**src/ccg_pkg.sv**
```systemverilog
/*
 Constants, register map and types of the clock generation control block.
 Assumes a single 100 MHz core_clk and a plain register port driven by software.
*/
// Summary of operation
// - start on low-speed osc, main oscillator stopped
// - multiplier ten to thirty, half steps
// - main stop forces fallback to low-speed osc
// - no fallback when high-speed osc feeds PLL
// - write protection enabled out of reset
package ccg_pkg;
    localparam int ADDR_W = 8;
    localparam int DATA_W = 32;

    localparam logic [7:0] ADDR_PROTECT = 8'h00;
    localparam logic [7:0] ADDR_OSC = 8'h04;
    localparam logic [7:0] ADDR_PLL = 8'h08;
    localparam logic [7:0] ADDR_SRC = 8'h0C;
    localparam logic [7:0] ADDR_DIV = 8'h10;
    localparam logic [7:0] ADDR_MEMORY_WAIT_SETTING = 8'h14;
    localparam logic [7:0] ADDR_MSTOP_A = 8'h18;
    localparam logic [7:0] ADDR_MSTOP_D = 8'h1C;
    localparam logic [7:0] ADDR_STATUS = 8'h20;

    // oscillator control fields
    localparam int OSC_START_BIT = 0;
    localparam int OSC_DETECT_BIT = 1;
    // pll control fields: multiplier in half steps
    localparam int PLL_MULT_LSB = 0;
    localparam int PLL_MULT_W = 6;
    localparam int PLL_SRC_BIT = 8;
    localparam int PLL_ON_BIT = 16;
    localparam logic [5:0] PLL_MULT_MIN = 6'h14;
    localparam logic [5:0] PLL_MULT_MAX = 6'h3C;
    localparam logic [5:0] PLL_MULT_RESET = 6'h14;
    // status fields
    localparam int STAT_SRC_LSB = 0;
    localparam int STAT_STOP_BIT = 2;
    localparam int STAT_SWITCH_BIT = 3;
    localparam int STAT_ALLSTOP_BIT = 4;

    // divider selector fields, four bits apart, value n divides by 2**n
    localparam int NUM_DIV = 7;
    localparam int DIV_SEL_W = 3;
    localparam int DIV_FIELD_STEP = 4;
    localparam int DIV_CORE = 0;
    localparam int DIV_BUS = 1;
    localparam int DIV_FLASH = 2;
    localparam int DIV_PA = 3;
    localparam int DIV_PB = 4;
    localparam int DIV_PC = 5;
    localparam int DIV_PD = 6;
    localparam logic [31:0] DIV_RESET = 32'h0000_0000;

    // module stop bits that must be set before all-module stop
    localparam logic [31:0] MSTOP_A_NEEDED = 32'h2900_0000;
    localparam logic [7:0] MSTOP_D_NEEDED = 8'hFF;
    localparam logic [31:0] MSTOP_A_RESET = 32'h0000_0000;
    localparam logic [7:0] MSTOP_D_RESET = 8'h00;

    // source change dead time
    localparam int CLK_PERIOD_NS = 10;
    localparam int SWITCH_GAP_NS = 40;
    localparam int SWITCH_GAP_CYC = (SWITCH_GAP_NS + CLK_PERIOD_NS - 1) / CLK_PERIOD_NS;
    localparam int GAP_CNT_W = 4;

    typedef enum logic [1:0] {
        SRC_LOW_SPEED,
        SRC_HIGH_SPEED,
        SRC_MAIN,
        SRC_PLL
    } ccg_src_type;

    typedef enum logic {
        SW_RUN,
        SW_GAP
    } ccg_sw_state_type;
endpackage

```
**src/ccg_div_if.sv**
```systemverilog
/*
 Carrier between the control logic and one clock enable divider.
 Assumes both ends sit on core_clk.
*/
`timescale 1ns/10ps
interface ccg_div_if;
    import ccg_pkg::*;
    logic [DIV_SEL_W-1:0] ratioSel;
    logic run;
    logic tick;
    modport ctrl (output ratioSel, output run, input tick);
    modport div (input ratioSel, input run, output tick);
endinterface

```
**src/ccg_clk_div.sv**
```systemverilog
/*
 One divider that turns core_clk into a one-cycle enable every 2**ratioSel cycles.
 Assumes run drops for at least one cycle around any source change.
*/
`timescale 1ns/10ps
module ccg_clk_div
    import ccg_pkg::*;
#(
    parameter int SEL_W = DIV_SEL_W
)
(
    input wire logic core_clk,
    input wire logic nrst,
    ccg_div_if.div port
);
    localparam int CNT_W = (1 << SEL_W) - 1;

    // the counter width grows as 2**SEL_W, so wide selectors are refused
    if (SEL_W < 1 || SEL_W > 4)
    begin : gBadSel
        $error("ccg_clk_div: SEL_W out of range");
    end

    logic [CNT_W-1:0] count;
    logic [CNT_W-1:0] lastCount;
    logic atEnd;

    assign lastCount = CNT_W'((1 << port.ratioSel) - 1);
    // >= so a smaller ratio written mid-period wraps at once instead of running long
    assign atEnd = count >= lastCount;

    always_ff @(posedge core_clk or negedge nrst)
    begin
        if (!nrst)
        begin
            count <= '0;
            port.tick <= 1'b0;
        end
        else if (!port.run)
        begin
            count <= '0;
            port.tick <= 1'b0;
        end
        else
        begin
            count <= atEnd ? '0 : count + 1'b1;
            port.tick <= atEnd;
        end
    end
endmodule

```
**src/ccg_clock_gen.sv**
```systemverilog
/*
 Clock source selection, PLL setup, clock enables and protected registers.
 Assumes mainOscOk is synchronous to core_clk, and software
 keeps divider ratios, memory wait and module stop settings legal.
*/
`timescale 1ns/10ps
module ccg_clock_gen
    import ccg_pkg::*;
(
    input wire logic core_clk,
    input wire logic nrst,
    input wire logic [ADDR_W-1:0] regAddr,
    input wire logic [DATA_W-1:0] regWrData,
    input wire logic regWr,
    input wire logic regRd,
    output logic [DATA_W-1:0] regRdData,
    input wire logic mainOscOk,
    output logic mainOscEnable,
    output logic pllEnable,
    output logic pllSrcHigh,
    output logic [PLL_MULT_W-1:0] pllMult,
    output logic [1:0] sysClkSel,
    output logic coreClockEn,
    output logic busClockEn,
    output logic flashIfaceClockEn,
    output logic periphClockAEn,
    output logic periphClockBEn,
    output logic periphClockCEn,
    output logic periphClockDEn,
    output logic memoryWaitSetting
);
    logic writeAllowed;
    logic stopDetectEn;
    logic [DATA_W-1:0] divCtrl;
    logic [31:0] moduleStopA;
    logic [7:0] moduleStopD;
    logic stopSeen;
    logic forcedSwitch;
    logic [GAP_CNT_W-1:0] gapCount;
    ccg_src_type target;
    ccg_sw_state_type state;
    ccg_div_if divIf[NUM_DIV] ();

    // register decode
    logic wrProt, wrOsc, wrPll, wrSrc, wrDiv, wrWait, wrStopA, wrStopD, wrStat;
    logic [PLL_MULT_W-1:0] wrMult;
    logic multLegal;
    logic fallbackNeeded;
    logic swRequest;
    logic gapDone;
    logic allStopReady;
    logic [DATA_W-1:0] next_rdData;

    assign wrProt = regWr && regAddr == ADDR_PROTECT;
    assign wrOsc = regWr && writeAllowed && regAddr == ADDR_OSC;
    assign wrPll = regWr && writeAllowed && regAddr == ADDR_PLL;
    assign wrSrc = regWr && writeAllowed && regAddr == ADDR_SRC;
    assign wrDiv = regWr && writeAllowed && regAddr == ADDR_DIV;
    assign wrWait = regWr && writeAllowed && regAddr == ADDR_MEMORY_WAIT_SETTING;
    assign wrStopA = regWr && writeAllowed && regAddr == ADDR_MSTOP_A;
    assign wrStopD = regWr && writeAllowed && regAddr == ADDR_MSTOP_D;
    assign wrStat = regWr && regAddr == ADDR_STATUS;

    assign wrMult = regWrData[PLL_MULT_LSB +: PLL_MULT_W];
    assign multLegal = wrMult >= PLL_MULT_MIN && wrMult <= PLL_MULT_MAX;

    // fallback only when the main oscillator feeds the system clock
    assign fallbackNeeded = stopDetectEn && !mainOscOk
        && (sysClkSel == SRC_MAIN || (sysClkSel == SRC_PLL && !pllSrcHigh));
    // the PLL is entered only through this software write
    assign swRequest = wrSrc && regWrData[1:0] != sysClkSel;
    assign gapDone = gapCount == GAP_CNT_W'(SWITCH_GAP_CYC - 1);
    assign allStopReady = (moduleStopA & MSTOP_A_NEEDED) == MSTOP_A_NEEDED
        && moduleStopD == MSTOP_D_NEEDED;

    always_comb
    begin
        next_rdData = '0;
        case (regAddr)
            ADDR_PROTECT: next_rdData[0] = writeAllowed;
            ADDR_OSC:
            begin
                next_rdData[OSC_START_BIT] = mainOscEnable;
                next_rdData[OSC_DETECT_BIT] = stopDetectEn;
            end
            ADDR_PLL:
            begin
                next_rdData[PLL_MULT_LSB +: PLL_MULT_W] = pllMult;
                next_rdData[PLL_SRC_BIT] = pllSrcHigh;
                next_rdData[PLL_ON_BIT] = pllEnable;
            end
            ADDR_SRC: next_rdData[1:0] = target;
            ADDR_DIV: next_rdData = divCtrl;
            ADDR_MEMORY_WAIT_SETTING: next_rdData[0] = memoryWaitSetting;
            ADDR_MSTOP_A: next_rdData = moduleStopA;
            ADDR_MSTOP_D: next_rdData[7:0] = moduleStopD;
            ADDR_STATUS:
            begin
                next_rdData[STAT_SRC_LSB +: 2] = sysClkSel;
                next_rdData[STAT_STOP_BIT] = stopSeen;
                next_rdData[STAT_SWITCH_BIT] = state == SW_GAP;
                next_rdData[STAT_ALLSTOP_BIT] = allStopReady;
            end
            default: next_rdData = '0;
        endcase
    end

    always_ff @(posedge core_clk or negedge nrst)
    begin
        if (!nrst)
            regRdData <= '0;
        else
            regRdData <= regRd ? next_rdData : '0;
    end

    always_ff @(posedge core_clk or negedge nrst)
    begin
        if (!nrst)
            writeAllowed <= 1'b0;
        else if (wrProt)
            writeAllowed <= regWrData[0];
    end

    // main oscillator held stopped until software starts it
    always_ff @(posedge core_clk or negedge nrst)
    begin
        if (!nrst)
        begin
            mainOscEnable <= 1'b0;
            stopDetectEn <= 1'b0;
        end
        else if (wrOsc)
        begin
            mainOscEnable <= regWrData[OSC_START_BIT];
            stopDetectEn <= regWrData[OSC_DETECT_BIT];
        end
    end

    // illegal multipliers leave the old value
    always_ff @(posedge core_clk or negedge nrst)
    begin
        if (!nrst)
        begin
            pllMult <= PLL_MULT_RESET;
            pllSrcHigh <= 1'b0;
            pllEnable <= 1'b0;
        end
        else if (wrPll)
        begin
            if (multLegal)
                pllMult <= wrMult;
            pllSrcHigh <= regWrData[PLL_SRC_BIT];
            pllEnable <= regWrData[PLL_ON_BIT];
        end
    end

    // memory wait is a software setting
    always_ff @(posedge core_clk or negedge nrst)
    begin
        if (!nrst)
        begin
            divCtrl <= DIV_RESET;
            memoryWaitSetting <= 1'b0;
            moduleStopA <= MSTOP_A_RESET;
            moduleStopD <= MSTOP_D_RESET;
        end
        else
        begin
            if (wrDiv)
                divCtrl <= regWrData;
            if (wrWait)
                memoryWaitSetting <= regWrData[0];
            if (wrStopA)
                moduleStopA <= regWrData;
            if (wrStopD)
                moduleStopD <= regWrData[7:0];
        end
    end

    // sticky stop flag: a new stop wins over a clear in the same cycle
    always_ff @(posedge core_clk or negedge nrst)
    begin
        if (!nrst)
            stopSeen <= 1'b0;
        else if (stopDetectEn && !mainOscOk)
            stopSeen <= 1'b1;
        else if (wrStat && regWrData[STAT_STOP_BIT])
            stopSeen <= 1'b0;
    end

    // dividers halt for a fixed gap across every source change
    always_ff @(posedge core_clk or negedge nrst)
    begin
        if (!nrst)
        begin
            state <= SW_RUN;
            sysClkSel <= SRC_LOW_SPEED;
            target <= SRC_LOW_SPEED;
            gapCount <= '0;
            forcedSwitch <= 1'b0;
        end
        else
        begin
            case (state)
                SW_RUN:
                begin
                    gapCount <= '0;
                    // forced fallback beats a software request
                    if (fallbackNeeded)
                    begin
                        target <= SRC_LOW_SPEED;
                        forcedSwitch <= 1'b1;
                        state <= SW_GAP;
                    end
                    else if (swRequest)
                    begin
                        target <= ccg_src_type'(regWrData[1:0]);
                        forcedSwitch <= 1'b0;
                        state <= SW_GAP;
                    end
                end
                SW_GAP:
                begin
                    gapCount <= gapCount + 1'b1;
                    if (gapDone)
                    begin
                        sysClkSel <= target;
                        state <= SW_RUN;
                    end
                end
                default: state <= SW_RUN;
            endcase
        end
    end

    for (genvar i = 0; i < NUM_DIV; i++)
    begin : gDiv
        assign divIf[i].ratioSel = divCtrl[i*DIV_FIELD_STEP +: DIV_SEL_W];
        assign divIf[i].run = state == SW_RUN;
        ccg_clk_div #(.SEL_W(DIV_SEL_W)) uDiv (
            .core_clk(core_clk),
            .nrst(nrst),
            .port(divIf[i])
        );
    end

    assign coreClockEn = divIf[DIV_CORE].tick;
    assign busClockEn = divIf[DIV_BUS].tick;
    assign flashIfaceClockEn = divIf[DIV_FLASH].tick;
    assign periphClockAEn = divIf[DIV_PA].tick;
    assign periphClockBEn = divIf[DIV_PB].tick;
    assign periphClockCEn = divIf[DIV_PC].tick;
    assign periphClockDEn = divIf[DIV_PD].tick;
endmodule

```
**config.mk**
```make
export PLATFORM = sky130hd
export DESIGN_NAME = ccg_clock_gen
export DESIGN_NICKNAME = d
export VERILOG_FILES = /design/src/ccg_pkg.sv /design/src/ccg_div_if.sv /design/src/ccg_clk_div.sv /design/src/ccg_clock_gen.sv
export SDC_FILE = /design/constraint.sdc
export NUM_CORES = 1
export LEC_CHECK = 0
export ABC_AREA = 1
export BUFFER_PORTS_ARGS = -buffer_cell sky130_fd_sc_hd__buf_2
export CORE_ASPECT_RATIO = 0.75
export CORE_UTILIZATION = 46
export CTS_CLUSTER_SIZE = 30
export DETAILED_ROUTE_END_ITERATION = 8
export PLACE_DENSITY = 0.68
export SYNTH_ARGS = -nofsm -noshare
export SYNTH_HDL_FRONTEND = slang
export SYNTH_SLANG_ARGS = --single-unit
export TNS_END_PERCENT = 5
```
**constraint.sdc**
```tcl
create_clock -name core_clk -period 4.7 [get_ports core_clk]
set_clock_uncertainty 0.05 [all_clocks]
set_input_delay 0.705 -clock core_clk [delete_from_list [all_inputs] [get_ports core_clk]]
set_output_delay 0.705 -clock core_clk [all_outputs]
set_load 0.005 [all_outputs]
```
==> results_dict.tcl, run 1 <==
set metrics [dict create \
    status "finished, final reports clean" \
    power_density_nw_per_um2 302.3 \
    max_freq_mhz 389.4 \
    crit_family "simple AND/OR/NAND/NOR gates" \
    clk_pin_slew_ns 0.07 \
    grt_max_degree 120 \
    start_util_pct 47.06 \
    antenna_found_initial 0 \
    yosysSeqAreaShare_pct 47.78 \
    core_um2 20270 \
    fp.dieW_um 168.3 \
    area_delta_synth_final_pct 13.08 \
    cpMaxStageDelayCell "dfrtp_1" \
    synth_top_area_share_pct 47.23 \
    io_pins 96 \
    synth_seq_cells 182 \
    slowest_delay_ns 0.43 \
    cp_cell_sequence "inv_1, nand3_1, ha_1, o21ai_0, o21ai_0, o211ai_1, ha_1, nand2_1, nor2_1, a211oi_1, nand2_1, nand2_1, inv_1" \
    synth_nets 1212 \
    maxCapViolations 0 \
    irDropWorstVdd_mv 0.2171 \
    slew_viol_final 0 \
    cts_hold_buf 0 \
    grt_pass1_vias 6819 \
    crit_buf_inv 2 \
    finalSetupViolCount 0 \
    dieArea_um2 21320 \
    drtIter0Drc 597 \
    cp_max_fo 8 \
    vias 7438 \
    row_count 45 \
    criticalPathCategory "flop to flop" \
    wl_per_cell_um 13.86 \
    yosys.cell_types.count 41 \
    crit_path_end_kind "flop" \
    grt_pass1_wl_um 34730 \
    ys.flop_type "dfrtp_1" \
    synth_area_per_cell_um2 8.624 \
    cts-resized-gates 0 \
    synth_area_um2 9538 \
    synth_edf_count 0 \
    slew_headroom_pct 17.74 \
    nets 1299 \
    firstDrtPassIters 5 \
    drt.antenna.violating_nets 0 \
    port_buffers 95 \
    critPathLaunchType "flop" \
    yosysTopAreaCell "dfrtp_1" \
    fin_tns_setup_ns 0 \
    antennaDiodeCount 0 \
    h-tree-depth 4 \
    crit_top_cell "nand2_1" \
    post_cts_buffers 0 \
    final_area_um2 10790 \
    cts_tree "done" \
    final_cell_mix "274 x nand2_1, 180 x dfrtp_1, 116 x inv_1, 110 x nor2_1, 94 x buf_2" \
    worst_pin_slew_ns 1.228 \
    yosysWarnings 0 \
    clock_latency_ns 0.44 \
    die_h_um 126.7 \
    period_share_pct 54.64 \
    wl_um 20280 \
    critical_path_arrival_ns 2.84 \
    timing.hold.ws_ns 0.2999 \
    async_reset_ff_share_pct 100.0 \
    ctsRootBufferMaster "clkbuf_16" \
    overflow 0 \
    drive_gt1_share_pct 17.74 \
    numCtsBuffers 17 \
    finalHoldViolCount 0 \
    required_ns 4.98 \
    min_period_ns 2.568 \
    cts_sinks 182 \
    rsz0062_at_grt "no" \
    placed_cell_area_um2 10150 \
    gp_congestion 0.8174 \
    synthTopCellsByArea "dfrtp_1 47%, nand2_1 11%, ha_1 8.0%, o21ai_2 5.1%, inv_1 4.6%" \
    mostFrequentLayoutCell "nand2_1" \
    hpwlAfterDp_um 13770 \
    p_leak_nw 5.334 \
    syn_inst 1106 \
    grt_util_all_layers_pct 20.42 \
    post-route-drc-count 0 \
    clk_path_buf_depth 2 \
    hold_class "input port to async pin" \
    viasPerCell 5.081 \
]
[metrics by stage]
stage | utilization (%) | power [mW] | cells | worst slack (ns)
after detailed placement | 50.09 | 1.757 | 1432 | 1.953
after global routing | 53.21 | 3.384 | 1464 | 1.749
after CTS | 53.21 | 3.303 | 1464 | 2.113
after global placement | 50.09 | 1.756 | 1432 | 1.998
final | 53.21 | 3.261 | 1464 | 2.132
after floorplan | - | 1.675 | 1106 | 2.542
[cell usage after synthesis, types with 8 or more instances]
master and count:
a21oi_1 51, buf_6 12, clkbuf_1 10, dfrtp_1 180, ha_1 61, inv_1 116
nand2_1 274, nand3_1 69, nand4_1 8, nor2_1 110, o211ai_1 8, o21ai_0 42
o21ai_1 25, o21ai_2 56, or2_2 9, xor2_1 15
[cells by family (layout without fill, tap and decap cells)]
| family | count (synthesis) | in the layout | synth area share [%] |
|---|---|---|---|
| compound gates | 201 | 201 | 13.45 |
| fa+ha+maj | 61 | 61 | 8.002 |
| mux | 1 | 1 | 0.1181 |
| buf+inv | 152 | 252 | 7.189 |
| simple gates | 489 | 489 | 21.63 |
| flops | 182 | 182 | 47.78 |
| xor+xnor | 20 | 20 | 1.837 |
[layer usage]
metal	routed length (µm)	global-route usage, %
met1	10240	30.11
met2	8951	30.93
met3	913	4.119
met4	178	4.599
met5	0	0
[power breakdown]
group	leakage (nW)	switching [mW]	internal (mW)
clock network	0.304	0.675	0.863
registers	2.50	0.00753	1.58
logic	2.53	0.102	0.0377
[flip-flops by register name (all words and copies together), names as in the netlist]
signal,cells
gDiv.uDiv.count,49
divCtrl,32
moduleStopA,32
regRdData,32
moduleStopD,8
gDiv.uDiv.port.tick,7
pllMult,6
gapCount,4
sysClkSel,2
target,2
mainOscEnable,1
memoryWaitSetting,1
pllEnable,1
pllSrcHigh,1
state,1
stopDetectEn,1
stopSeen,1
writeAllowed,1
[area by class of cell]
| type | count | area (µm²) |
|---|---|---|
| clock buffers | 17 | 425.4 |
| clock inverters | 15 | 207.7 |
| fillers | 1882 | 9484 |
| inverters | 123 | 465.4 |
| multi-input cells | 772 | 4295 |
| flip-flops and latches | 182 | 4557 |
| well taps | 258 | 322.8 |
| repair buffers | 97 | 511.7 |
[final timing paths]
kind	from	end	slack (ns)	depth (start not counted)
worst max-delay path	divCtrl[6]	gDiv[1].uDiv.port.tick	2.13	13
worst min-delay path	nrst	gDiv[5].uDiv.port.tick	0.30	1
worst max register to register	divCtrl[6]	gDiv[1].uDiv.port.tick	2.13	13
worst min register to register	gapCount[0]	gapCount[0]	0.42	1
max in group asynchronous	nrst	pllMult[4]	3.35	2
min in group core_clk	gapCount[0]	gapCount[0]	0.42	1
No activity file was read; power rests on OpenSTA's default activity.
==> run 2, diff against run 1 <==
- PLACE_DENSITY: 0.68 -> 0.7
- clock period: 4.7 -> 2.2 ns (I/O delays scaled with it)
==> run 2 against run 1 <==
Non-clock buffer count increased by 44. Critical path depth unchanged. Global-route usage grew 0.65 points. Routed wire length increased by 4.6%. Clock-buffer cell count is 5 higher.
==> results_dict.tcl, run 2 (same netlist as run 1, synthesis figures left out) <==
set metrics [dict create \
    slew_viol_final 0 \
    required_ns 2.48 \
    placed_cell_area_um2 10520 \
    overflow 0 \
    hold_class "input port to flop" \
    cts_tree "done" \
    min_period_ns 2.165 \
    largest_reg_flops 49 \
    post-route-drc-count 0 \
    critPathLaunchType "flop" \
    critical_path_arrival_ns 2.44 \
    antenna_found_initial 0 \
    cts_sinks 182 \
    worst_pin_slew_ns 0.6149 \
    rsz0062_at_grt "yes" \
    clk_pin_slew_ns 0.07 \
    cp_max_fo 8 \
    hpwlAfterDp_um 15260 \
    viasPerCell 5.091 \
    dieArea_um2 21320 \
    gp_congestion 0.8415 \
    die_h_um 126.7 \
    grt_max_degree 48 \
    period_share_pct 98.39 \
    power_mw 6.806 \
    fp.dieW_um 168.3 \
    criticalPathCategory "flop to flop" \
    grt_util_all_layers_pct 21.06 \
    wl_per_cell_um 14.07 \
    final_area_um2 11230 \
    final_cell_mix "271 x nand2_1, 180 x dfrtp_1, 116 x inv_1, 106 x nor2_1, 94 x buf_2" \
    largest_register "gDiv.uDiv.count" \
    port_buffers 95 \
    core_um2 20270 \
    clk_path_buf_depth 2 \
    timing.hold.ws_ns 0.08827 \
    mostFrequentLayoutCell "nand2_1" \
    grt_pass1_wl_um 35830 \
    max_freq_mhz 462.0 \
    numCtsBuffers 17 \
    place_inst 1472 \
    rr_worst_depth 13 \
    r2r_slack_ns 0.04 \
    vias 7677 \
    nets 1343 \
    power_density_nw_per_um2 606.1 \
    row_count 45 \
    min_path_cells 2 \
    maxCapViolations 0 \
    crit_path_end_kind "flop" \
    ctsRootBufferMaster "clkbuf_16" \
    drive_gt1_share_pct 22.16 \
    area_delta_synth_final_pct 17.72 \
    start_util_pct 47.06 \
    grt_pass1_vias 7254 \
    finalNonFillerCells 1508 \
    finalSetupViolCount 0 \
    p_leak_nw 5.579 \
    finalHoldViolCount 0 \
    drt.antenna.violating_nets 0 \
    drtIter0Drc 493 \
    antennaDiodeCount 0 \
    slew_headroom_pct 58.76 \
    fin_util_pct 55.40 \
    wl_um 21220 \
    irDropWorstVdd_mv 0.5301 \
    clock_latency_ns 0.43 \
    firstDrtPassIters 5 \
    io_pins 96 \
    h-tree-depth 4 \
    status "finished, final reports clean" \
]
-- run 2: cell types whose count changed in the layout (fill, tap and decap cells not counted), moves of 4 or more --
cell,delta
ha_2,+4
buf_12,+5
buf_4,+38
inv_6,-4
ha_1,-4
nor2_2,+4
nor2_1,-4
o21ai_0,-9
o21ai_2,+4
-- run 2: per-stage QoR --
step	setup TNS (ns)	setup WS [ns]
floorplan	0	0.04248
global placement	-0.1234	-0.03569
detailed placement	-3.813	-0.1969
CTS	-0.01832	-0.01832
global route	-1.349	-0.1100
finish	0	0.03548
-- run 2: worst paths after layout --
kind | from | endpoint
worst max register to register | divCtrl[21] | gDiv[5].uDiv.port.tick
max in group asynchronous | nrst | pllMult[2]
worst max-delay path | divCtrl[21] | gDiv[5].uDiv.port.tick
worst min-delay path | regWr | writeAllowed
min in group asynchronous | nrst | gDiv[5].uDiv.count[3]
worst min register to register | gapCount[0] | gapCount[0]
-- run 2: critical path, cell delays in order, from the launching register on --
cell and delay [ns]:
dfrtp_1 0.41, nor2_2 0.13, nand2_1 0.08, ha_2 0.20
o21ai_2 0.07, o21ai_0 0.10, o211ai_1 0.11, ha_1 0.29
nand2_1 0.11, nor2_1 0.07, a211oi_2 0.16, nand2_2 0.15
nand2_1 0.09, inv_1 0.03
-- run 2: power breakdown --
| part | total, mW | switching, mW | internal (mW) | leakage [nW] |
|---|---|---|---|---|
| Sequential | 3.38 | 0.0162 | 3.37 | 2.50 |
| Combinational | 0.328 | 0.226 | 0.101 | 2.79 |
| Clock | 3.09 | 1.32 | 1.77 | 0.287 |
-- run 2: cell type report --
cell class	instances	area (µm²)
clock buffers	22	474.2
clock inverters	10	120.1
fillers	1800	9041
inverters	123	465.4
multi-input cells	772	4382
flip-flops and latches	182	4557
well taps	258	322.8
repair buffers	141	907.1
-- run 2: what timing repair did --
item / in CTS / in global routing
hold endpoints to repair: 43 / 0
hold buffers: 1 / 0
pin swaps: 2 / 11
buffers inserted: 0 / 3
resized for setup: 14 / 20
setup endpoints to repair: 32 / 32
-- run 2: metal layers --
| metal | track usage (%) | routed length, µm |
|---|---|---|
| met4 | 4.599 | 127 |
| met1 | 30.23 | 10410 |
| met2 | 32.85 | 9689 |
| met5 | 0 | 0 |
| met3 | 4.431 | 989 |
==> run 3, diff against run 2 <==
- CORE_ASPECT_RATIO: 0.75 -> 0.8
==> run 3 against run 2 <==
The flow now finishes with violations (setup timing). Critical path depth stayed put. Sequential share of layout area fell by 0.24 points. Register-to-register slack worse by 0.09 ns. Critical endpoint is now gDiv[1].uDiv.port.tick.
==> results_dict.tcl, run 3 (same netlist as run 1, synthesis figures left out) <==
set metrics [dict create \
    h-tree-depth 4 \
    row_count 46 \
    post-route-drc-count 0 \
    crit_path_end_kind "flop" \
    grt_max_degree 67 \
    dieArea_um2 21320 \
    finalSetupViolCount 7 \
    io_pins 96 \
    final_area_um2 11300 \
    criticalPathCategory "flop to flop" \
    overflow 0 \
    die_h_um 130.8 \
    nFillCells 1802 \
    viasPerCell 5.128 \
    numCtsBuffers 17 \
    seqCellArea_um2 4558 \
    firstDrtPassIters 5 \
    ctsRootBufferMaster "clkbuf_16" \
    hpwlAfterDp_um 15040 \
    critPathLaunch "divCtrl[4]" \
    fp.dieW_um 163.0 \
    hold_start "regWr" \
    wl_per_cell_um 14.51 \
    pre_cts_ws_ns -0.1841 \
    maxCapViolations 0 \
    antenna_found_initial 0 \
    antennaDiodeCount 0 \
    hold_class "input port to flop" \
    rsz0062_at_grt "yes" \
    cts_tree "done" \
    rr_worst_depth 13 \
    wl_um 21960 \
    min_path_cells 2 \
    mostFrequentLayoutCell "nand2_1" \
    status "finished with violations" \
    hold_end "writeAllowed" \
    timing.hold.ws_ns 0.08835 \
    vias 7758 \
    layout_setup_ws_ns -0.04958 \
    critPathLaunchType "flop" \
    fin_util_pct 56.25 \
    violations "setup timing" \
    rr_startpoint "divCtrl[4]" \
    largest_reg_flops 49 \
    nets 1342 \
    finalHoldViolCount 0 \
    p_leak_nw 5.583 \
    multiInputGateArea_um2 4419 \
    core_um2 20090 \
    irDropWorstVdd_mv 0.5150 \
    slew_viol_final 0 \
    cts_sinks 182 \
    cp_max_fo 8 \
    start_util_pct 47.48 \
    port_buffers 95 \
    clk_path_buf_depth 2 \
    r2r_end "gDiv[1].uDiv.port.tick" \
    drive_gt1_share_pct 22.74 \
    period_share_pct 102.3 \
    gp_congestion 0.8290 \
    power_density_nw_per_um2 613.8 \
    largest_register "gDiv.uDiv.count" \
    area_delta_synth_final_pct 18.46 \
    clock_latency_ns 0.43 \
    placed_cell_area_um2 10460 \
    clk_pin_slew_ns 0.07 \
    min_period_ns 2.250 \
    power_mw 6.934 \
    grt_pass1_wl_um 36470 \
    final_cell_mix "270 x nand2_1, 179 x dfrtp_1, 115 x inv_1, 104 x nor2_1, 94 x buf_2" \
    r2r_slack_ns -0.05 \
    grt_util_all_layers_pct 21.80 \
    drt.antenna.violating_nets 0 \
    grt_pass1_vias 7498 \
    slew_headroom_pct 66.26 \
    critical_path_arrival_ns 2.53 \
    required_ns 2.48 \
    max_freq_mhz 444.5 \
    drtIter0Drc 621 \
    worst_pin_slew_ns 0.5055 \
]
## run 3: changes by cell type in the layout (fill, tap and decap cells not counted), sizes merged
cell      previous run  this run
buf                139       138
bufinv               2         3
clkbuf              23        22
clkinv               6         8
clkinvlp             2         1
inv                123       122
## run 3: routing by layer
layer | routed length (µm) | global-route usage (%) | vias up
met1 | 10550 | 29.98 | 3713
met3 | 937 | 4.356 | 28
met4 | 280 | 5.498 | 0
met2 | 10190 | 35.44 | 172
met5 | 0 | 0 | -
li1 | - | - | 3845
## run 3: repair_timing
action | 4_1_cts | 5_1_grt
pin swaps | 3 | 20
hold endpoints to repair | 37 | 0
gates resized for setup | 13 | 29
hold buffers | 1 | 0
buffers inserted | 4 | 6
endpoints found under the setup margin | 32 | 32
gates cloned | 0 | 0
## run 3: area by class of cell
| type | count | share of cell area [%] |
|---|---|---|
| well taps | 264 | 2.924 |
| repair buffers | 140 | 8.029 |
| clock inverters | 11 | 1.307 |
| clock buffers | 21 | 4.164 |
| multi-input cells | 772 | 39.11 |
| inverters | 123 | 4.120 |
| flip-flops and latches | 182 | 40.34 |
## run 3: worst max path at each step
stage                                   to  slack [ns]  cells past startpoint
global placement    gDiv[3].uDiv.port.tick       -0.02                     12
detailed placement  gDiv[4].uDiv.port.tick       -0.18                     12
finish              gDiv[1].uDiv.port.tick       -0.05                     13
CTS                 gDiv[3].uDiv.port.tick       -0.03                     12
floorplan           gDiv[1].uDiv.port.tick        0.04                     13
global route        gDiv[1].uDiv.port.tick       -0.17                     13
## run 3: worst max-delay path, cell delays in order, from the launching register on
cell,delay [ns]
dfrtp_1,0.43
nor2_2,0.16
nand2_2,0.09
ha_4,0.17
buf_6,0.11
nand3_2,0.05
o211ai_1,0.08
ha_1,0.35
nand2_2,0.10
nor2_2,0.04
a211oi_2,0.21
nand2_2,0.16
nand2_1,0.09
inv_1,0.04
## run 3: per-stage QoR
| stage | TNS (ns) | std cells |
|---|---|---|
| floorplan | 0 | 1106 |
| global placement | -0.07136 | 1470 |
| detailed placement | -3.331 | 1470 |
| CTS | -0.02840 | 1507 |
| global route | -1.900 | 1513 |
| finish | -0.09320 | 1513 |
## run 3: report_power, final
group	switching (mW)	total [mW]	internal [mW]
Clock	1.34	3.22	1.88
Sequential	0.0163	3.38	3.37
Combinational	0.228	0.328	0.100
